--- config.mk ---
export PLATFORM = sky130hd
export DESIGN_NAME = masked_burst_address_counter
export DESIGN_NICKNAME = d
export VERILOG_FILES = /design/src/rtl/burst_counter_pkg.sv /design/src/rtl/masked_burst_address_counter.sv /design/src/rtl/masked_step.sv /design/src/rtl/readback_stage.sv
export SDC_FILE = /design/constraint.sdc
export NUM_CORES = 1
export LEC_CHECK = 0
export CORE_ASPECT_RATIO = 1.25
export CORE_MARGIN = 4
export CORE_UTILIZATION = 45
export DETAILED_ROUTE_END_ITERATION = 8
export DONT_BUFFER_PORTS = 1
export PLACE_DENSITY_LB_ADDON = 0.05
export RECOVER_POWER = 100
export SETUP_SLACK_MARGIN = 0.5
export SLEW_MARGIN = 0
export SYNTH_ARGS = -nofsm -noshare
export SYNTH_HDL_FRONTEND = slang
export SYNTH_SLANG_ARGS = --single-unit
--- constraint.sdc ---
create_clock -name clk_i -period 3.9 [get_ports clk_i]
set_clock_uncertainty 0.1 [all_clocks]
set_input_delay 0.78 -clock clk_i [delete_from_list [all_inputs] [get_ports clk_i]]
set_output_delay 0.78 -clock clk_i [all_outputs]
set_load 0.05 [all_outputs]
--- src/rtl/burst_counter_pkg.sv ---
// shared constants and types of the masked burst address counter
package burst_counter_pkg;

    localparam int unsigned ADDR_W = 16;

    localparam logic [ADDR_W-1:0] COUNTER_RESET_VAL = 16'h0000;
    localparam logic [ADDR_W-1:0] MASK_RESET_VAL    = 16'hffff;
    localparam logic [ADDR_W-1:0] MASK_MAX_VAL      = 16'hffff;
    localparam logic [ADDR_W-1:0] ADDR_IDLE_VAL     = 16'h0000;

    // bit that selects stepping by one or by two
    localparam int unsigned MASK_STEP_BIT = 0;

    localparam logic FLAG_IDLE_N = 1'b1;

    // one-hot operation codes, highest priority first after the resets
    typedef enum logic [6:0] {
        OP_CLEAR     = 7'h01,
        OP_MASK_LOAD = 7'h02,
        OP_CNT_LOAD  = 7'h04,
        OP_STEP      = 7'h08,
        OP_CNT_READ  = 7'h10,
        OP_MASK_READ = 7'h20,
        OP_HOLD      = 7'h40
    } op_t;

    // active-low control pins of one port as sampled on the port clock
    typedef struct packed {
        logic counter_clear_n;
        logic wrap_mask_load_n;
        logic counter_load_n;
        logic count_step_n;
        logic counter_readback_n;
        logic wrap_mask_readback_n;
    } ctrl_t;

    // readback request handed to the output stage
    typedef struct packed {
        logic active;
        logic sel_mask;
        logic port_enabled;
    } rb_req_t;

endpackage : burst_counter_pkg

--- src/rtl/masked_burst_address_counter.sv ---
// per-port burst address counter with programmable wrap mask
// Functional notes
// - wrap flag pulses low one cycle when the free field rolls over while stepping
// - mask accepts up to ffff; full mask spans whole address space
// - mask bit one frees the matching counter bit, bit 0 least significant
// - blocked counter bits keep the loaded value through every step
// - step advances only the free field; it rolls to zero, upper bits kept
// - mask bit 0 zero freezes counter bit 0; counter steps by two
// - mask bit 0 one steps the counter by one
// - controls sampled on port clock; global reset asynchronous, top priority
// - global reset clears counter and sets mask to all ones
// - counter clear zeroes the counter only, mask untouched
// - load pins capture address lines; mask load beats counter load
// - step advances counter each cycle, ranked just below the loads
// - readback drives counter or mask onto address lines; counter wins
// - readback has one idle cycle; value valid after the following edge
// - readback with port selected releases the data pins
// - all controls high holds the counter; hold is lowest priority
// - counter and mask operations ignore the port selects
// - stepping advances the counter on every rising port clock edge with ce_i high, srst_i low and global reset released, unless the mask is 0000
// - global reset wins over counter clear
`timescale 1ns/1ps
`default_nettype none

module masked_burst_address_counter (
    input  wire logic                                 clk_i,
    input  wire logic                                 ce_i,
    input  wire logic                                 srst_i,
    input  wire logic                                 global_reset_n_i,
    input  wire logic                                 counter_clear_n_i,
    input  wire logic                                 wrap_mask_load_n_i,
    input  wire logic                                 counter_load_n_i,
    input  wire logic                                 count_step_n_i,
    input  wire logic                                 counter_readback_n_i,
    input  wire logic                                 wrap_mask_readback_n_i,
    input  wire logic                                 port_select_low_n_i,
    input  wire logic                                 port_select_high_i,
    input  wire logic [burst_counter_pkg::ADDR_W-1:0] addr_i,
    output logic      [burst_counter_pkg::ADDR_W-1:0] addr_o,
    output logic                                      addr_oe_o,
    output logic                                      data_hiz_o,
    output logic                                      wrap_flag_n_o,
    output logic      [burst_counter_pkg::ADDR_W-1:0] counter_o,
    output logic      [burst_counter_pkg::ADDR_W-1:0] wrap_mask_o,
    output burst_counter_pkg::op_t                    op_o
);

    burst_counter_pkg::ctrl_t                ctrl;
    burst_counter_pkg::op_t                  op_nxt;
    burst_counter_pkg::rb_req_t              rb_req;
    logic [burst_counter_pkg::ADDR_W-1:0]    count_r;
    logic [burst_counter_pkg::ADDR_W-1:0]    mask_r;
    logic [burst_counter_pkg::ADDR_W-1:0]    step_value;
    logic                                    step_wraps;
    logic                                    port_enabled;

    assign ctrl = '{
        counter_clear_n:      counter_clear_n_i,
        wrap_mask_load_n:     wrap_mask_load_n_i,
        counter_load_n:       counter_load_n_i,
        count_step_n:         count_step_n_i,
        counter_readback_n:   counter_readback_n_i,
        wrap_mask_readback_n: wrap_mask_readback_n_i
    };

    // selects only steer the data pins, never the counter
    assign port_enabled = !port_select_low_n_i && port_select_high_i;

    // priority decode, left to right of the operation table
    always_comb begin
        if (!ctrl.counter_clear_n) begin
            op_nxt = burst_counter_pkg::OP_CLEAR;
        end else if (!ctrl.wrap_mask_load_n) begin
            op_nxt = burst_counter_pkg::OP_MASK_LOAD;
        end else if (!ctrl.counter_load_n) begin
            op_nxt = burst_counter_pkg::OP_CNT_LOAD;
        end else if (!ctrl.count_step_n) begin
            op_nxt = burst_counter_pkg::OP_STEP;
        end else if (!ctrl.counter_readback_n) begin
            op_nxt = burst_counter_pkg::OP_CNT_READ;
        end else if (!ctrl.wrap_mask_readback_n) begin
            op_nxt = burst_counter_pkg::OP_MASK_READ;
        end else begin
            op_nxt = burst_counter_pkg::OP_HOLD;
        end
    end

    masked_step u_step (
        .count_i (count_r),
        .mask_i  (mask_r),
        .next_o  (step_value),
        .wrap_o  (step_wraps)
    );

    // async global reset has top priority over everything, incl. srst
    always_ff @(posedge clk_i or negedge global_reset_n_i) begin
        if (!global_reset_n_i) begin
            count_r <= burst_counter_pkg::COUNTER_RESET_VAL;
        end else if (ce_i) begin
            if (srst_i) begin
                count_r <= burst_counter_pkg::COUNTER_RESET_VAL;
            end else begin
                unique case (op_nxt)
                    burst_counter_pkg::OP_CLEAR: begin
                        count_r <= burst_counter_pkg::COUNTER_RESET_VAL;
                    end
                    burst_counter_pkg::OP_CNT_LOAD: begin
                        count_r <= addr_i;
                    end
                    burst_counter_pkg::OP_STEP: begin
                        // bit 0 blocked gives steps of two, parity kept
                        count_r <= step_value;
                    end
                    burst_counter_pkg::OP_MASK_LOAD,
                    burst_counter_pkg::OP_CNT_READ,
                    burst_counter_pkg::OP_MASK_READ,
                    burst_counter_pkg::OP_HOLD: begin
                        count_r <= count_r;
                    end
                endcase
            end
        end
    end

    // mask is untouched by counter clear; full ffff frees every bit
    always_ff @(posedge clk_i or negedge global_reset_n_i) begin
        if (!global_reset_n_i) begin
            mask_r <= burst_counter_pkg::MASK_RESET_VAL;
        end else if (ce_i) begin
            if (srst_i) begin
                mask_r <= burst_counter_pkg::MASK_RESET_VAL;
            end else if (op_nxt == burst_counter_pkg::OP_MASK_LOAD) begin
                mask_r <= addr_i;
            end
        end
    end

    // active-low wrap pulse, one cycle per rollover
    always_ff @(posedge clk_i or negedge global_reset_n_i) begin
        if (!global_reset_n_i) begin
            wrap_flag_n_o <= burst_counter_pkg::FLAG_IDLE_N;
        end else if (ce_i) begin
            if (srst_i) begin
                wrap_flag_n_o <= burst_counter_pkg::FLAG_IDLE_N;
            end else begin
                wrap_flag_n_o <= !((op_nxt == burst_counter_pkg::OP_STEP)
                                   && step_wraps);
            end
        end
    end

    // counter mirror, one edge behind its flop so the output stays registered
    always_ff @(posedge clk_i or negedge global_reset_n_i) begin
        if (!global_reset_n_i) begin
            counter_o <= burst_counter_pkg::COUNTER_RESET_VAL;
        end else if (ce_i) begin
            if (srst_i) begin
                counter_o <= burst_counter_pkg::COUNTER_RESET_VAL;
            end else begin
                counter_o <= count_r;
            end
        end
    end

    // mask mirror, same lag as the counter mirror
    always_ff @(posedge clk_i or negedge global_reset_n_i) begin
        if (!global_reset_n_i) begin
            wrap_mask_o <= burst_counter_pkg::MASK_RESET_VAL;
        end else if (ce_i) begin
            if (srst_i) begin
                wrap_mask_o <= burst_counter_pkg::MASK_RESET_VAL;
            end else begin
                wrap_mask_o <= mask_r;
            end
        end
    end

    // operation taken at the last edge; reset shows hold
    always_ff @(posedge clk_i or negedge global_reset_n_i) begin
        if (!global_reset_n_i) begin
            op_o <= burst_counter_pkg::OP_HOLD;
        end else if (ce_i) begin
            if (srst_i) begin
                op_o <= burst_counter_pkg::OP_HOLD;
            end else begin
                op_o <= op_nxt;
            end
        end
    end

    // readback only when no higher operation is pending
    assign rb_req = '{
        active:       (op_nxt == burst_counter_pkg::OP_CNT_READ)
                      || (op_nxt == burst_counter_pkg::OP_MASK_READ),
        sel_mask:     (op_nxt == burst_counter_pkg::OP_MASK_READ),
        port_enabled: port_enabled
    };

    readback_stage u_readback (
        .clk_i            (clk_i),
        .ce_i             (ce_i),
        .srst_i           (srst_i),
        .global_reset_n_i (global_reset_n_i),
        .req_i            (rb_req),
        .count_i          (count_r),
        .mask_i           (mask_r),
        .addr_o           (addr_o),
        .addr_oe_o        (addr_oe_o),
        .data_hiz_o       (data_hiz_o)
    );

endmodule // masked_burst_address_counter

`default_nettype wire

--- src/rtl/masked_step.sv ---
// combinational masked increment and wrap detection
`timescale 1ns/1ps
`default_nettype none

module masked_step (
    input  wire logic [burst_counter_pkg::ADDR_W-1:0] count_i,
    input  wire logic [burst_counter_pkg::ADDR_W-1:0] mask_i,
    output logic      [burst_counter_pkg::ADDR_W-1:0] next_o,
    output logic                                      wrap_o
);

    logic [burst_counter_pkg::ADDR_W-1:0] filled;
    logic [burst_counter_pkg::ADDR_W-1:0] sum;

    // blocked bits forced to one so the carry skips over them
    assign filled = count_i | ~mask_i;
    assign sum    = filled + 16'h0001;

    genvar b;
    generate
        for (b = 0; b < burst_counter_pkg::ADDR_W; b = b + 1) begin : g_bit
            // free bits take the sum, blocked bits keep the loaded value
            assign next_o[b] = mask_i[b] ? sum[b] : count_i[b];
        end
    endgenerate

    // free field all ones: the next step rolls it to zero
    assign wrap_o = &filled;

endmodule // masked_step

`default_nettype wire

--- src/rtl/readback_stage.sv ---
// one-cycle readback pipeline driving the address lines
`timescale 1ns/1ps
`default_nettype none

module readback_stage (
    input  wire logic                                 clk_i,
    input  wire logic                                 ce_i,
    input  wire logic                                 srst_i,
    input  wire logic                                 global_reset_n_i,
    input  wire burst_counter_pkg::rb_req_t           req_i,
    input  wire logic [burst_counter_pkg::ADDR_W-1:0] count_i,
    input  wire logic [burst_counter_pkg::ADDR_W-1:0] mask_i,
    output logic      [burst_counter_pkg::ADDR_W-1:0] addr_o,
    output logic                                      addr_oe_o,
    output logic                                      data_hiz_o
);

    burst_counter_pkg::rb_req_t pend_r;

    // request held through the no-operation cycle
    always_ff @(posedge clk_i or negedge global_reset_n_i) begin
        if (!global_reset_n_i) begin
            pend_r <= '0;
        end else if (ce_i) begin
            if (srst_i) begin
                pend_r <= '0;
            end else begin
                pend_r <= req_i;
            end
        end
    end

    // value appears one edge after the request edge
    always_ff @(posedge clk_i or negedge global_reset_n_i) begin
        if (!global_reset_n_i) begin
            addr_o    <= burst_counter_pkg::ADDR_IDLE_VAL;
            addr_oe_o <= 1'b0;
        end else if (ce_i) begin
            if (srst_i) begin
                addr_o    <= burst_counter_pkg::ADDR_IDLE_VAL;
                addr_oe_o <= 1'b0;
            end else begin
                addr_oe_o <= pend_r.active;
                addr_o    <= pend_r.sel_mask ? mask_i : count_i;
            end
        end
    end

    // data pins released for the whole readback while the port is selected
    always_ff @(posedge clk_i or negedge global_reset_n_i) begin
        if (!global_reset_n_i) begin
            data_hiz_o <= 1'b0;
        end else if (ce_i) begin
            if (srst_i) begin
                data_hiz_o <= 1'b0;
            end else begin
                data_hiz_o <= (req_i.active && req_i.port_enabled)
                            || (pend_r.active && pend_r.port_enabled);
            end
        end
    end

endmodule // readback_stage

`default_nettype wire

==> flow_summary.json <==
{
  "ys_ff_latch": 93,
  "async_flop_share": 1.000,
  "ff_latch_area_sq_um": 2370,
  "avgRoutedWirePerCell_um": 20.28,
  "synth_top_area_share": 0.3165,
  "rsz0062_at_grt": "no",
  "pin_count": 86,
  "multi_input_area_sq_um": 2033,
  "synth_cell_types": 67,
  "required_ns": 4.00,
  "critPathBufInv": 1,
  "h-tree-depth": 3,
  "cts_buffers": 9,
  "final_cell_mix": "dfrtp_1 (59), nor2_1 (51), inv_1 (28)",
  "antenna_found_initial": 0,
  "drt_wl_total_um": 11660,
  "cts_setup_buffers": 0,
  "end_kind": "flop",
  "rows": 41,
  "syn_inst": 457,
  "grt_first_pass_wirelength_um": 18970,
  "fin_nets": 470,
  "yosys_warnings": 0,
  "cts_tree": "done",
  "synth_nets": 486,
  "dp_hpwl_um": 7253,
  "drv_cap": 0,
  "cp_max_fo": 24,
  "final_common_cell": "dfrtp_1",
  "first_global_vias": 3383,
  "cp_cell_sequence": "nand4b_1 > clkbuf_1 > nor2_1 > o211a_1 > o21ai_0 > o221ai_1",
  "coreArea_sq_um": 10110,
  "port_buffers": 0,
  "power.density_nw_per_um2": 428.0,
  "synth_edf_count": 0,
  "area_growth_syn_to_layout_pct": 6.089,
  "post_cts_resized": 0,
  "post_dp_cell_area_sq_um": 4725,
  "finalSetupViolCount": 0,
  "cts_root_buf": "clkbuf_16",
  "slowest_stage": "clkbuf_1",
  "fmax_mhz": 375.7,
  "drt-initial-drc-count": 140,
  "setup_tns_ns": 0,
  "finalHoldViolations": 0,
  "die_y_um": 121.8,
  "start_kind": "primary input",
  "cts.sinks": 93,
  "path_delay_family": "buffers and inverters",
  "ant_nets": 0,
  "path_clk_slew_ns": 0.06,
  "tightestPinTransition_ns": 1.339,
  "drtPass1Iterations": 4,
  "grtUsageTotal": 0.1991,
  "overflow": 0,
  "status": "finished clean",
  "antenna_cells": 0,
  "ctsHoldBuffers": 0,
  "dieArea_sq_um": 12070,
  "die_w_um": 99.06,
  "routed_via_density": 5.892,
  "grt_max_degree": 102,
  "whs_ns": 0.03408,
  "fin_area_sq_um": 4949,
  "n_fill_cell": 916,
  "ir_worst_vdd_v": 0.0001933,
  "gp_congestion": 0.8429,
  "synth-main-ff-cell": "dfrtp_1",
  "yosys-top-cells-area": "dfrtp_1 (32%), dfstp_2 (19%), mux2i_1 (4.1%)",
  "drc": 0,
  "arrival_ns": 2.76,
  "cts_buffer_depth": 2,
  "yosysSeqAreaShare": 0.5080,
  "post-route-min-period_ns": 2.662,
  "slowest_delay_ns": 0.92,
  "crit_type": "in -> reg",
  "start_util": 0.4616,
  "hp-class": "in -> async",
  "timing.slew.headroom": 0.1073,
  "drive_above_1_share": 0.1390,
  "power.leakage_nw": 1.902,
  "synth.avg_cell_area_sq_um": 10.21,
  "vias": 3388,
  "post-route-period-util": 0.6824,
  "insertion_delay_ns": 0.34,
  "yosysTopAreaCell": "dfrtp_1",
  "drv_slew": 0,
  "syn_area_sq_um": 4664
}
-- final cells by class --
cell class,instances,area share
clock inverter,2,0.002023
clock buffer,14,0.05133
multi-input combinational,306,0.4109
tap,129,0.03262
inverter,28,0.02124
sequential,93,0.4789
timing repair buffer,3,0.003034
-- worst register-to-register path, delay by kind of cell (launching register included) --
family	cells	cell delay [ns]
AND/OR/NAND/NOR	3	0.95
AO/OA/AOI/OAI	2	0.50
flip-flops	1	0.40
-- power breakdown --
group / switching, mW / total [mW] / internal [mW]
combinational: 0.0830 / 0.153 / 0.0704
sequential: 0.142 / 1.17 / 1.02
clock: 0.350 / 0.799 / 0.449
total: 0.575 / 2.12 / 1.54
-- per-stage QoR --
stage	total power, mW	worst slack [ns]	cells	utilization
finish	2.118	1.238	575	0.4897
detailed placement	1.344	1.759	559	0.4675
CTS	2.151	1.952	575	0.4936
global route	2.206	1.086	575	0.4897
floorplan	1.318	1.910	457	-
global placement	1.339	1.775	559	0.4675
-- routing by layer --
| layer | up-vias | global-route usage | wire (um) |
|---|---|---|---|
| li1 | 1614 | - | - |
| met1 | 1673 | 0.2764 | 5261 |
| met2 | 91 | 0.3034 | 5459 |
| met3 | 10 | 0.05842 | 799 |
| met4 | 0 | 0.05807 | 142 |
| met5 | - | 0 | 0 |
-- cells by family after synthesis --
family	Yosys count	share of synthesized area
DFF	93	0.5080
xor gates and xnor gates	5	0.009388
AOI/OAI and AO/OA	135	0.2095
and+or+nand+nor	142	0.1709
adders and majority gates	1	0.002682
muxes	23	0.05043
buffers and inverters	58	0.04909
-- final timing paths --
path | startpoint | end | slack, ns | cells after the start
max in group asynchronous | global_reset_n_i | mask_r[6] | 3.42 | 0
setup / recovery | count_step_n_i | count_r[6] | 1.24 | 6
min in group clk_i | ce_i | wrap_mask_o[0] | 0.40 | 1
hold reg to reg | u_readback.pend_r[2] | u_readback.pend_r[2] | 0.42 | 2
hold / removal | global_reset_n_i | u_readback.data_hiz_o | 0.03 | 0
setup reg to reg | mask_r[3] | count_r[8] | 1.84 | 5
-- flip-flops by register name, summed over array words and instances (netlist names) --
signal / flops
u_readback.addr_oe_o: 1
count_r: 16
mask_r: 16
u_readback.pend_r: 3
wrap_flag_n_o: 1
wrap_mask_o: 16
op_o: 7
u_readback.addr_o: 16
counter_o: 16
u_readback.data_hiz_o: 1
-- cells in the mapped netlist, types with 2 or more instances --
master and instances:
o41ai_1 2, or2b_2 5, o21ai_1 3, a221oi_2 2, buf_4 2, inv_1 28
nor3b_1 6, buf_2 3, a31oi_1 6, o22a_1 17, o21ai_0 14, buf_1 6
a32oi_1 2, clkbuf_1 19, mux2i_1 19, nor3_1 4, dfrtp_1 59, xnor2_1 5
o31a_1 2, nand4_1 2, nor2b_1 18, a211oi_1 2, a31o_2 14, nand2_1 19
dfstp_2 34, a22oi_1 4, nor2_1 50, nand2b_1 9, mux2_2 4, o221ai_1 4
o22ai_1 20, nand2b_2 2, o21a_1 4, o211a_1 3, a21oi_1 25, nand3_1 6
and2_1 3
No activity file was read; power rests on OpenSTA's default activity.
